## src/pkg/pot_cmd_defs.vh

```
`ifndef POT_CMD_DEFS_VH
`define POT_CMD_DEFS_VH

// instruction opcodes, upper nibble of the instruction byte
`define OP_LOAD_ALL     4'h1
`define OP_STEP         4'h2
`define OP_SAVE_ALL     4'h8
`define OP_READ_WIPER   4'h9
`define OP_WRITE_WIPER  4'ha
`define OP_READ_STORED  4'hb
`define OP_WRITE_STORED 4'hc
`define OP_LOAD_ONE     4'hd
`define OP_SAVE_ONE     4'he

// field positions in the address and instruction bytes
`define TYPE_MSB  7
`define TYPE_LSB  4
`define ADDR_MSB  3
`define ADDR_LSB  0
`define OPC_MSB   7
`define OPC_LSB   4
`define POT_MSB   3
`define POT_LSB   2
`define SLOT_MSB  1
`define SLOT_LSB  0

// wiper range and reset values
`define WIPER_MAX     6'h3f
`define WIPER_MIN     6'h00
`define WIPER_RST     6'h00
`define STORED_RST    6'h00
`define LAST_POT      2'h3

// programming time of a stored setting
`define PROG_TIME_MS  5
`define CORE_CLK_KHZ  50000
`define PROG_CYCLES   (`PROG_TIME_MS * `CORE_CLK_KHZ)

`endif

```

## src/verilog/sync2.v

```verilog
`timescale 1ns/1ps
module sync2 #(
   parameter W = 1
) (
   // clock and reset
   input  wire         clk,
   input  wire         rst_n,
   // asynchronous in, synchronised out
   input  wire [W-1:0] d,
   output reg  [W-1:0] q
);
   reg [W-1:0] meta_r;

   // meta_r feeds nothing but q
   always @(posedge clk) begin
      if (!rst_n) begin
         meta_r <= {W{1'b0}};
         q      <= {W{1'b0}};
      end else begin
         meta_r <= d;
         q      <= meta_r;
      end
   end
endmodule // sync2

```

## src/verilog/stored_setting_mem.v

```verilog
`timescale 1ns/1ps
`include "pot_cmd_defs.vh"
module stored_setting_mem #(
   parameter DW = 6,
   parameter AW = 4
) (
   // clock and reset
   input  wire          clk,
   input  wire          rst_n,
   // write port
   input  wire          we,
   input  wire [AW-1:0] waddr,
   input  wire [DW-1:0] wdata,
   // registered read port
   input  wire [AW-1:0] raddr,
   output reg  [DW-1:0] rdata
);
   localparam N = 1 << AW;

   wire [N*DW-1:0] flat;

   genvar i;
   generate
      for (i = 0; i < N; i = i + 1) begin : g_entry
         reg [DW-1:0] cell_r;
         always @(posedge clk) begin
            if (!rst_n) begin
               cell_r <= `STORED_RST;
            end else if (we && (waddr == i)) begin
               cell_r <= wdata;
            end
         end
         assign flat[i*DW +: DW] = cell_r;
      end
   endgenerate

   always @(posedge clk) begin
      if (!rst_n) begin
         rdata <= {DW{1'b0}};
      end else begin
         rdata <= flat[raddr*DW +: DW];
      end
   end
endmodule // stored_setting_mem

```

## src/verilog/quad_pot_command_decoder.v

```verilog
// Behaviour
// - global load copies chosen stored slot into every pot's wiper.
// - global save writes every pot's wiper into its chosen stored slot.
// - after step command ack, master steps wiper per SCL until STOP.
// - step pulse with SDA high moves wiper one segment up.
// - step pulse with SDA low moves wiper one segment down.
// - opcode 1001 returns selected wiper as one byte, MSB first.
// - opcode 1010 loads the following data byte into selected wiper.
// - opcode 1011 returns the chosen stored setting as one byte.
// - opcode 1100 stores the following data byte in chosen slot.
// - opcode 0001, pot bits zero, is the global load; acked.
// - opcode 1000, pot bits zero, is the global save; no data.
// - opcode 1110 copies the selected wiper into the chosen slot.
// - opcode 1101 loads the selected wiper from the chosen slot.
// - address byte must match device type nibble and strap pins.
// - opcode 0010, slot bits zero, enters step mode.
// - stored setting programming starts only after STOP.
`timescale 1ns/1ps
`include "pot_cmd_defs.vh"
module quad_pot_command_decoder #(
   // device type nibble; value is arbitrary
   parameter [3:0] DEV_TYPE    = 4'ha,
   parameter       PROG_CYCLES = `PROG_CYCLES,
   parameter       PROG_W      = 18
) (
   // clock and reset
   input  wire        core_clk,
   input  wire        rst_n,
   // serial bus pins, sda is open drain
   input  wire        scl,
   input  wire        sdaIn,
   output reg         sdaOut,
   output reg         sdaOe,
   // strapped address pins
   input  wire [3:0]  strapAddr,
   // decoded wiper positions, pot n at [6n+5:6n]
   output reg  [23:0] wiperPos,
   // stored setting programming in progress
   output reg         nvBusy
);
   localparam ST_IDLE   = 4'h0;
   localparam ST_ADDR   = 4'h1;
   localparam ST_AACK   = 4'h2;
   localparam ST_INSTR  = 4'h3;
   localparam ST_IACK   = 4'h4;
   localparam ST_WDATA  = 4'h5;
   localparam ST_DACK   = 4'h6;
   localparam ST_RDATA  = 4'h7;
   localparam ST_RACK   = 4'h8;
   localparam ST_STEP   = 4'h9;
   localparam ST_IGNORE = 4'ha;

   localparam SQ_IDLE = 3'h0;
   localparam SQ_RD   = 3'h1;
   localparam SQ_WT   = 3'h2;
   localparam SQ_CAP  = 3'h3;
   localparam SQ_WR   = 3'h4;
   localparam SQ_PROG = 3'h5;

   localparam JOB_NONE  = 2'h0;
   localparam JOB_LOAD  = 2'h1;
   localparam JOB_SAVE  = 2'h2;
   localparam JOB_WRITE = 2'h3;

   // cut on purpose: the last count must fit PROG_W bits
   localparam integer      PROG_LAST_I = PROG_CYCLES - 1;
   localparam [PROG_W-1:0] PROG_LAST   = PROG_LAST_I[PROG_W-1:0];

   ////////////////////////////////////////////////////////////////////////
   // pin synchronisers and bus conditions
   wire       sclS;
   wire       sdaS;
   wire [3:0] strapS;
   reg        sclD_r;
   reg        sdaD_r;

   sync2 #(.W(6)) u_sync (
      .clk   (core_clk),
      .rst_n (rst_n),
      .d     ({scl, sdaIn, strapAddr}),
      .q     ({sclS, sdaS, strapS})
   );

   always @(posedge core_clk) begin
      if (!rst_n) begin
         sclD_r <= 1'b1;
         sdaD_r <= 1'b1;
      end else begin
         sclD_r <= sclS;
         sdaD_r <= sdaS;
      end
   end

   wire sclRise   = sclS & ~sclD_r;
   wire sclFall   = ~sclS & sclD_r;
   wire startDet  = sclS & sclD_r & sdaD_r & ~sdaS;
   wire stopDet   = sclS & sclD_r & ~sdaD_r & sdaS;

   ////////////////////////////////////////////////////////////////////////
   // state
   reg [3:0]        state_r;
   reg [2:0]        bitCnt_r;
   reg              byteDone_r;
   reg [7:0]        shift_r;
   reg [7:0]        txByte_r;
   reg [3:0]        opcode_r;
   reg [1:0]        pot_r;
   reg [1:0]        slot_r;
   reg [1:0]        job_r;
   reg              jobAll_r;
   reg [5:0]        data_r;
   reg [2:0]        seq_r;
   reg [1:0]        seqJob_r;
   reg              seqAll_r;
   reg [1:0]        seqPot_r;
   reg [1:0]        seqSlot_r;
   reg [5:0]        seqData_r;
   reg [PROG_W-1:0] progCnt_r;
   reg [3:0]        memRdAddr_r;
   wire [5:0]       memRd;

   ////////////////////////////////////////////////////////////////////////
   // decode helpers
   wire [3:0] rxOpc  = shift_r[`OPC_MSB:`OPC_LSB];
   wire [1:0] rxPot  = shift_r[`POT_MSB:`POT_LSB];
   wire [1:0] rxSlot = shift_r[`SLOT_MSB:`SLOT_LSB];
   wire       busy   = (seq_r != SQ_IDLE);

   wire addrOk = (shift_r[`TYPE_MSB:`TYPE_LSB] == DEV_TYPE) &&
                 (shift_r[`ADDR_MSB:`ADDR_LSB] == strapS) && !busy;

   reg instrOk;
   always @* begin
      instrOk = 1'b0;
      case (rxOpc)
         `OP_READ_WIPER:   instrOk = (rxSlot == 2'h0);
         `OP_WRITE_WIPER:  instrOk = (rxSlot == 2'h0);
         `OP_STEP:         instrOk = (rxSlot == 2'h0);
         `OP_LOAD_ALL:     instrOk = (rxPot == 2'h0);
         `OP_SAVE_ALL:     instrOk = (rxPot == 2'h0);
         `OP_READ_STORED:  instrOk = 1'b1;
         `OP_WRITE_STORED: instrOk = 1'b1;
         `OP_LOAD_ONE:     instrOk = 1'b1;
         `OP_SAVE_ONE:     instrOk = 1'b1;
         default:          instrOk = 1'b0;
      endcase
   end

   wire [5:0] wiperSel = wiperPos[pot_r*6 +: 6];
   wire [5:0] seqWiper = wiperPos[seqPot_r*6 +: 6];
   wire [7:0] rdByte   = (opcode_r == `OP_READ_WIPER) ?
                         {2'h0, wiperSel} : {2'h0, memRd};
   wire       seqLast  = !seqAll_r || (seqPot_r == `LAST_POT);

   ////////////////////////////////////////////////////////////////////////
   // stored settings, written only by the post-STOP sequencer
   wire       memWe    = (seq_r == SQ_WR);
   wire [5:0] memWData = (seqJob_r == JOB_WRITE) ? seqData_r : seqWiper;
   wire [3:0] memRAddr = busy ? {seqPot_r, seqSlot_r} : memRdAddr_r;

   stored_setting_mem #(.DW(6), .AW(4)) u_mem (
      .clk   (core_clk),
      .rst_n (rst_n),
      .we    (memWe),
      .waddr ({seqPot_r, seqSlot_r}),
      .wdata (memWData),
      .raddr (memRAddr),
      .rdata (memRd)
   );

   ////////////////////////////////////////////////////////////////////////
   // command engine and post-STOP sequencer share the wiper registers
   always @(posedge core_clk) begin
      if (!rst_n) begin
         state_r     <= ST_IDLE;
         bitCnt_r    <= 3'h0;
         byteDone_r  <= 1'b0;
         shift_r     <= 8'h00;
         txByte_r    <= 8'h00;
         opcode_r    <= 4'h0;
         pot_r       <= 2'h0;
         slot_r      <= 2'h0;
         job_r       <= JOB_NONE;
         jobAll_r    <= 1'b0;
         data_r      <= 6'h00;
         seq_r       <= SQ_IDLE;
         seqJob_r    <= JOB_NONE;
         seqAll_r    <= 1'b0;
         seqPot_r    <= 2'h0;
         seqSlot_r   <= 2'h0;
         seqData_r   <= 6'h00;
         progCnt_r   <= {PROG_W{1'b0}};
         memRdAddr_r <= 4'h0;
         sdaOut      <= 1'b0;
         sdaOe       <= 1'b0;
         wiperPos    <= {4{`WIPER_RST}};
         nvBusy      <= 1'b0;
      end else begin
         // open drain: only ever pulls low
         sdaOut <= 1'b0;
         if (startDet) begin
            // a repeated start drops whatever was pending
            state_r    <= ST_ADDR;
            bitCnt_r   <= 3'h0;
            byteDone_r <= 1'b0;
            sdaOe      <= 1'b0;
            job_r      <= JOB_NONE;
         end else if (stopDet) begin
            state_r <= ST_IDLE;
            sdaOe   <= 1'b0;
            job_r   <= JOB_NONE;
            if (job_r != JOB_NONE) begin
               seq_r     <= (job_r == JOB_LOAD) ? SQ_RD : SQ_WR;
               seqJob_r  <= job_r;
               seqAll_r  <= jobAll_r;
               seqPot_r  <= jobAll_r ? 2'h0 : pot_r;
               seqSlot_r <= slot_r;
               seqData_r <= data_r;
            end
         end else begin
            case (state_r)
               ST_ADDR, ST_INSTR, ST_WDATA: begin
                  if (sclRise) begin
                     shift_r    <= {shift_r[6:0], sdaS};
                     bitCnt_r   <= bitCnt_r + 3'h1;
                     byteDone_r <= (bitCnt_r == 3'h7);
                  end else if (sclFall && byteDone_r) begin
                     byteDone_r <= 1'b0;
                     if (state_r == ST_ADDR) begin
                        sdaOe   <= addrOk;
                        state_r <= addrOk ? ST_AACK : ST_IGNORE;
                     end else if (state_r == ST_INSTR) begin
                        sdaOe   <= instrOk;
                        state_r <= instrOk ? ST_IACK : ST_IGNORE;
                        opcode_r    <= rxOpc;
                        pot_r       <= rxPot;
                        slot_r      <= rxSlot;
                        memRdAddr_r <= {rxPot, rxSlot};
                     end else begin
                        sdaOe   <= 1'b1;
                        state_r <= ST_DACK;
                        if (opcode_r == `OP_WRITE_WIPER) begin
                           wiperPos[pot_r*6 +: 6] <= shift_r[5:0];
                        end else begin
                           job_r    <= JOB_WRITE;
                           jobAll_r <= 1'b0;
                           data_r   <= shift_r[5:0];
                        end
                     end
                  end
               end
               ST_AACK: begin
                  if (sclFall) begin
                     sdaOe    <= 1'b0;
                     state_r  <= ST_INSTR;
                     bitCnt_r <= 3'h0;
                  end
               end
               ST_IACK: begin
                  if (sclFall) begin
                     sdaOe    <= 1'b0;
                     bitCnt_r <= 3'h0;
                     state_r  <= ST_IGNORE;
                     case (opcode_r)
                        `OP_READ_WIPER, `OP_READ_STORED: begin
                           txByte_r <= rdByte;
                           sdaOe    <= ~rdByte[7];
                           state_r  <= ST_RDATA;
                        end
                        `OP_WRITE_WIPER, `OP_WRITE_STORED: begin
                           state_r  <= ST_WDATA;
                        end
                        `OP_STEP: begin
                           state_r  <= ST_STEP;
                        end
                        `OP_LOAD_ONE, `OP_LOAD_ALL: begin
                           job_r    <= JOB_LOAD;
                           jobAll_r <= (opcode_r == `OP_LOAD_ALL);
                        end
                        `OP_SAVE_ONE, `OP_SAVE_ALL: begin
                           job_r    <= JOB_SAVE;
                           jobAll_r <= (opcode_r == `OP_SAVE_ALL);
                        end
                        default: begin
                           state_r  <= ST_IGNORE;
                        end
                     endcase
                  end
               end
               ST_DACK: begin
                  if (sclFall) begin
                     sdaOe   <= 1'b0;
                     state_r <= ST_IGNORE;
                  end
               end
               ST_RDATA: begin
                  if (sclRise) begin
                     bitCnt_r   <= bitCnt_r + 3'h1;
                     byteDone_r <= (bitCnt_r == 3'h7);
                  end else if (sclFall) begin
                     if (byteDone_r) begin
                        byteDone_r <= 1'b0;
                        sdaOe      <= 1'b0;
                        state_r    <= ST_RACK;
                     end else begin
                        txByte_r <= {txByte_r[6:0], 1'b0};
                        sdaOe    <= ~txByte_r[6];
                     end
                  end
               end
               ST_RACK: begin
                  // single byte only; master ack or nack both end it
                  if (sclFall) begin
                     state_r <= ST_IGNORE;
                  end
               end
               ST_STEP: begin
                  if (sclRise) begin
                     if (sdaS) begin
                        if (wiperSel != `WIPER_MAX) begin
                           wiperPos[pot_r*6 +: 6] <= wiperSel + 6'h01;
                        end
                     end else begin
                        if (wiperSel != `WIPER_MIN) begin
                           wiperPos[pot_r*6 +: 6] <= wiperSel - 6'h01;
                        end
                     end
                  end
               end
               ST_IDLE, ST_IGNORE: begin
                  sdaOe <= 1'b0;
               end
               default: begin
                  state_r <= ST_IDLE;
                  sdaOe   <= 1'b0;
               end
            endcase
         end

         // post-STOP sequencer; registered read needs one wait cycle
         case (seq_r)
            SQ_IDLE: begin
               nvBusy <= 1'b0;
            end
            SQ_RD: begin
               seq_r <= SQ_WT;
            end
            SQ_WT: begin
               seq_r <= SQ_CAP;
            end
            SQ_CAP: begin
               wiperPos[seqPot_r*6 +: 6] <= memRd;
               seqPot_r <= seqPot_r + 2'h1;
               seq_r    <= seqLast ? SQ_IDLE : SQ_RD;
            end
            SQ_WR: begin
               seqPot_r <= seqPot_r + 2'h1;
               if (seqLast) begin
                  seq_r     <= SQ_PROG;
                  nvBusy    <= 1'b1;
                  progCnt_r <= {PROG_W{1'b0}};
               end
            end
            SQ_PROG: begin
               // address is nacked meanwhile, so stale reads are avoided
               if (progCnt_r == PROG_LAST) begin
                  seq_r  <= SQ_IDLE;
                  nvBusy <= 1'b0;
               end else begin
                  progCnt_r <= progCnt_r + {{(PROG_W-1){1'b0}}, 1'b1};
               end
            end
            default: begin
               seq_r <= SQ_IDLE;
            end
         endcase
      end
   end
endmodule // quad_pot_command_decoder

```

## config.mk

```make
export PLATFORM = sky130hd
export DESIGN_NAME = quad_pot_command_decoder
export DESIGN_NICKNAME = d
export VERILOG_FILES = /design/src/verilog/sync2.v /design/src/verilog/stored_setting_mem.v /design/src/verilog/quad_pot_command_decoder.v
export VERILOG_INCLUDE_DIRS = /design/src /design/src/pkg
export SDC_FILE = /design/constraint.sdc
export NUM_CORES = 1
export LEC_CHECK = 0
export ABC_AREA = 1
export ABC_CLOCK_PERIOD_IN_PS = 6050
export BUFFER_PORTS_ARGS = -buffer_cell sky130_fd_sc_hd__buf_2
export CAP_MARGIN = 0
export CORE_UTILIZATION = 51
export CTS_CLUSTER_SIZE = 40
export DETAILED_ROUTE_END_ITERATION = 6
export PLACE_DENSITY = 0.64
export SLEW_MARGIN = 25
export SYNTH_ARGS = -nofsm -noshare
export SYNTH_HDL_FRONTEND = slang
export SYNTH_HIERARCHICAL = 1
export SYNTH_SLANG_ARGS = --single-unit
```

## constraint.sdc

```tcl
create_clock -name core_clk -period 6.05 [get_ports core_clk]
set_input_delay 0.605 -clock core_clk [delete_from_list [all_inputs] [get_ports core_clk]]
set_output_delay 0.605 -clock core_clk [all_outputs]
set_load 0.01 [all_outputs]
```

==> flow_summary.toml <==
[status]
status = "finished, final reports clean"

[logic_synthesis]
ys_ff_latch = 216
syn_area_um2 = 13500
yosys.area_share.adder = 0.01854
synth_cell_type_count = 58
yosysTopAreaCell = "dfxtp_1"
synth_fp_nets = 2202
synth_flop_cell = "dfxtp_1"
ys_seq_area_frac = 0.3203
async_flop_share = 0
netlist_instances = 2174
ys_top_cells_by_count = "474 x nand2_1, 282 x inv_1, 244 x o21ai_0, 240 x a21oi_1, 216 x dfxtp_1"
synth.avg_cell_area_um2 = 6.209
post_synth_xor_area_fraction = 0.004542
synth_top_family_by_area = "simple AND/OR/NAND/NOR gates"
yosys-mux-area-fraction = 0
ys_top_cells_by_area = "dfxtp_1 32%, nand2_1 13%, o21ai_0 9.0%, a21oi_1 8.9%, inv_1 7.8%"
synth.most_common_cell = "nand2_1"
synth_top_area_frac = 0.3203
synth_warnings = 6
synth-edff-count = 0
synth_compound_area_frac = 0.2375
synth-simple-area-share = 0.2972

[route]
via_per_inst = 5.843
drc = 0
post_drt_wl_per_cell_um = 19.24
first_pass_iters = 6
routed_wl_um = 48000
drt-initial-drc-count = 1527
ant_nets = 0
vias = 14570

[run]
cap_violations = 0

[critical_path]
path_max_fanout = 23
startpoint = "pot_r[1]"
required_ps = 6530
r2r_setup_slack_ps = 2070
path_class = "flop to flop"
startpoint_type = "flop"
endpoint_kind = "flop"
reg2reg_from = "pot_r[1]"
cp.arrival_ps = 4460

[cts]
hold_buffers = 0
post_cts_resize_count = 0
cts_tree = "built"
clockBufferDepth = 3
worstSkewPairLatency_ps = 550
clkSlewWorstSetupHoldPaths_ps = 60
clockRootBuffer = "clkbuf_16"
cts_setup_buffers = 0
numCtsBuffers = 24
cts_sinks = 216
htreeDepth = 1

[timing]
maxSlewViolCount = 0
finalSetupViolCount = 0
setup_tns_ps = 0
fmax_ghz = 0.2511
tightest_slew_ps = 1047
fin_skew_ps = 26.73
slew_headroom = 0.2994
rsz0062_at_grt = "no"
fin_crit_sh = 0.6583
layout_setup_ws_ps = 2067
hold_violations = 0
hold_ws_ps = 263.2
fin_crit_ps = 3983

[min_path]
hold_start = "strapAddr[0]"
hp-class = "primary input to flop"

[finish]
nets = 2174
drive_above_1_share = 0.07411
diodes = 0
syn2layout_area_growth_pct = 7.489
multi_input_area_um2 = 7535
num-fill-cells = 2659
regArea_um2 = 4325

[power_and_ir_drop]
leakagePower_nw = 5.931
peakVddDrop_uv = 254.6
swShare = 0.2339
power_switching_uw = 709.7
combPwrFrac = 0.041
pwr-share-seq = 0.473
clock_power_share = 0.486
p_total_mw = 3.034
p_int_mw = 2.324
power_density_nw_per_um2 = 209.1

[global_routing]
track_usage = 0.3524
grt_pass1_vias = 13110
grt_pass1_wl_um = 73970
antenna_found_initial = 1
grt_max_degree = 96
grt_overflow = 0

[floorplan]
die-area_um2 = 27120
dieWidth_um = 164.7
design.core.area_um2 = 25980
dieHeight_um = 164.7
io_pins = 35
initial_core_util = 0.5195
rows = 59

[place]
post-place-ws_ps = 2258
io_buffers = 33
hpwl_um = 34940
place_congestion = 1.144
==> critical path, stage by stage (launching register included) <==
cell	delay, ps
dfxtp_1	630
inv_2	190
ha_1	530
inv_1	630
nor2_1	140
nor2_2	470
inv_2	210
nor2_1	170
inv_1	110
nor2_1	210
nand2_1	120
nand2_1	90
nand2_1	50
nand4_1	90
nand2_1	60
nand2_1	50
a21oi_1	60
nor2_1	100
==> layer usage <==
layer,GRT usage,wire length [um],vias up
met1,0.4669,20330,6667
met2,0.5561,21200,641
met4,0.1781,2611,2
li1,-,-,7097
met3,0.05123,3836,166
met5,0,13,-
==> state kept, by name, indices dropped and copies added (netlist names), 4 cells and up <==
register / cells
u_mem/g_entry.cell_r: 96
state_r: 4
wiperPos: 24
txByte_r: 7
u_mem/rdata: 6
opcode_r: 4
data_r: 6
progCnt_r: 18
shift_r: 8
seqData_r: 6
u_sync/q: 6
u_sync/meta_r: 6
==> per-stage QoR <==
step                area (um2)    util  instances
floorplan                13500       -       2174
global placement         13720  0.5279       2455
detailed placement       13720  0.5279       2455
CTS                      14510  0.5584       2494
global route             14510  0.5584       2494
finish                   14510  0.5584       2494
==> cells by family (layout without fill, tap and decap cells) <==
| family | count (synthesis) | after routing |
|---|---|---|
| compound gates | 596 | 596 |
| xor+xnor | 7 | 7 |
| fa+ha+maj | 20 | 20 |
| buf+inv | 411 | 396 |
| flops | 216 | 216 |
| other cells | 1 | 1 |
| simple gates | 923 | 923 |
==> cell usage in the layout (no fill, tap or decap), types with 5 or more instances in the layout <==
cell type	count
a211oi_1	8
a21oi_1	240
a221oi_1	7
a22oi_1	7
a31oi_1	12
buf_2	32
buf_4	15
clkbuf_16	24
clkinv_1	7
dfxtp_1	215
ha_1	20
inv_1	282
inv_2	20
nand2_1	473
nand2_2	17
nand3_1	165
nand3_2	5
nand4_1	22
nor2_1	173
nor2_2	15
nor3_1	26
nor4_1	10
o211ai_1	11
o21ai_0	243
o21ai_1	26
o22ai_1	16
xor2_1	6
==> final cells by class <==
type                    count  area share
well taps                 335     0.02889
flip-flops and latches    216      0.2981
repair buffers             47     0.01880
multi-input cells        1547      0.5193
clock buffers              30     0.04570
inverters                 310     0.08037
clock inverters             9    0.008882
==> final timing paths <==
| kind | endpoint | depth (start not counted) |
|---|---|---|
| worst max-delay path | wiperPos[4] | 17 |
| worst max register to register | wiperPos[4] | 17 |
| worst min register to register | u_sync/q[4] | 2 |
| worst min-delay path | u_sync/meta_r[0] | 3 |
==> power by group through the flow <==
stage	registers [mW]	clock network (mW)	logic, mW
CTS	1.44	1.49	0.121
detailed placement	1.47	0	0.120
global route	1.44	1.54	0.136
global placement	1.47	0	0.119
floorplan	1.46	0	0.0853
finish	1.44	1.47	0.124
Note: power is estimated with default switching activity, not from simulation.
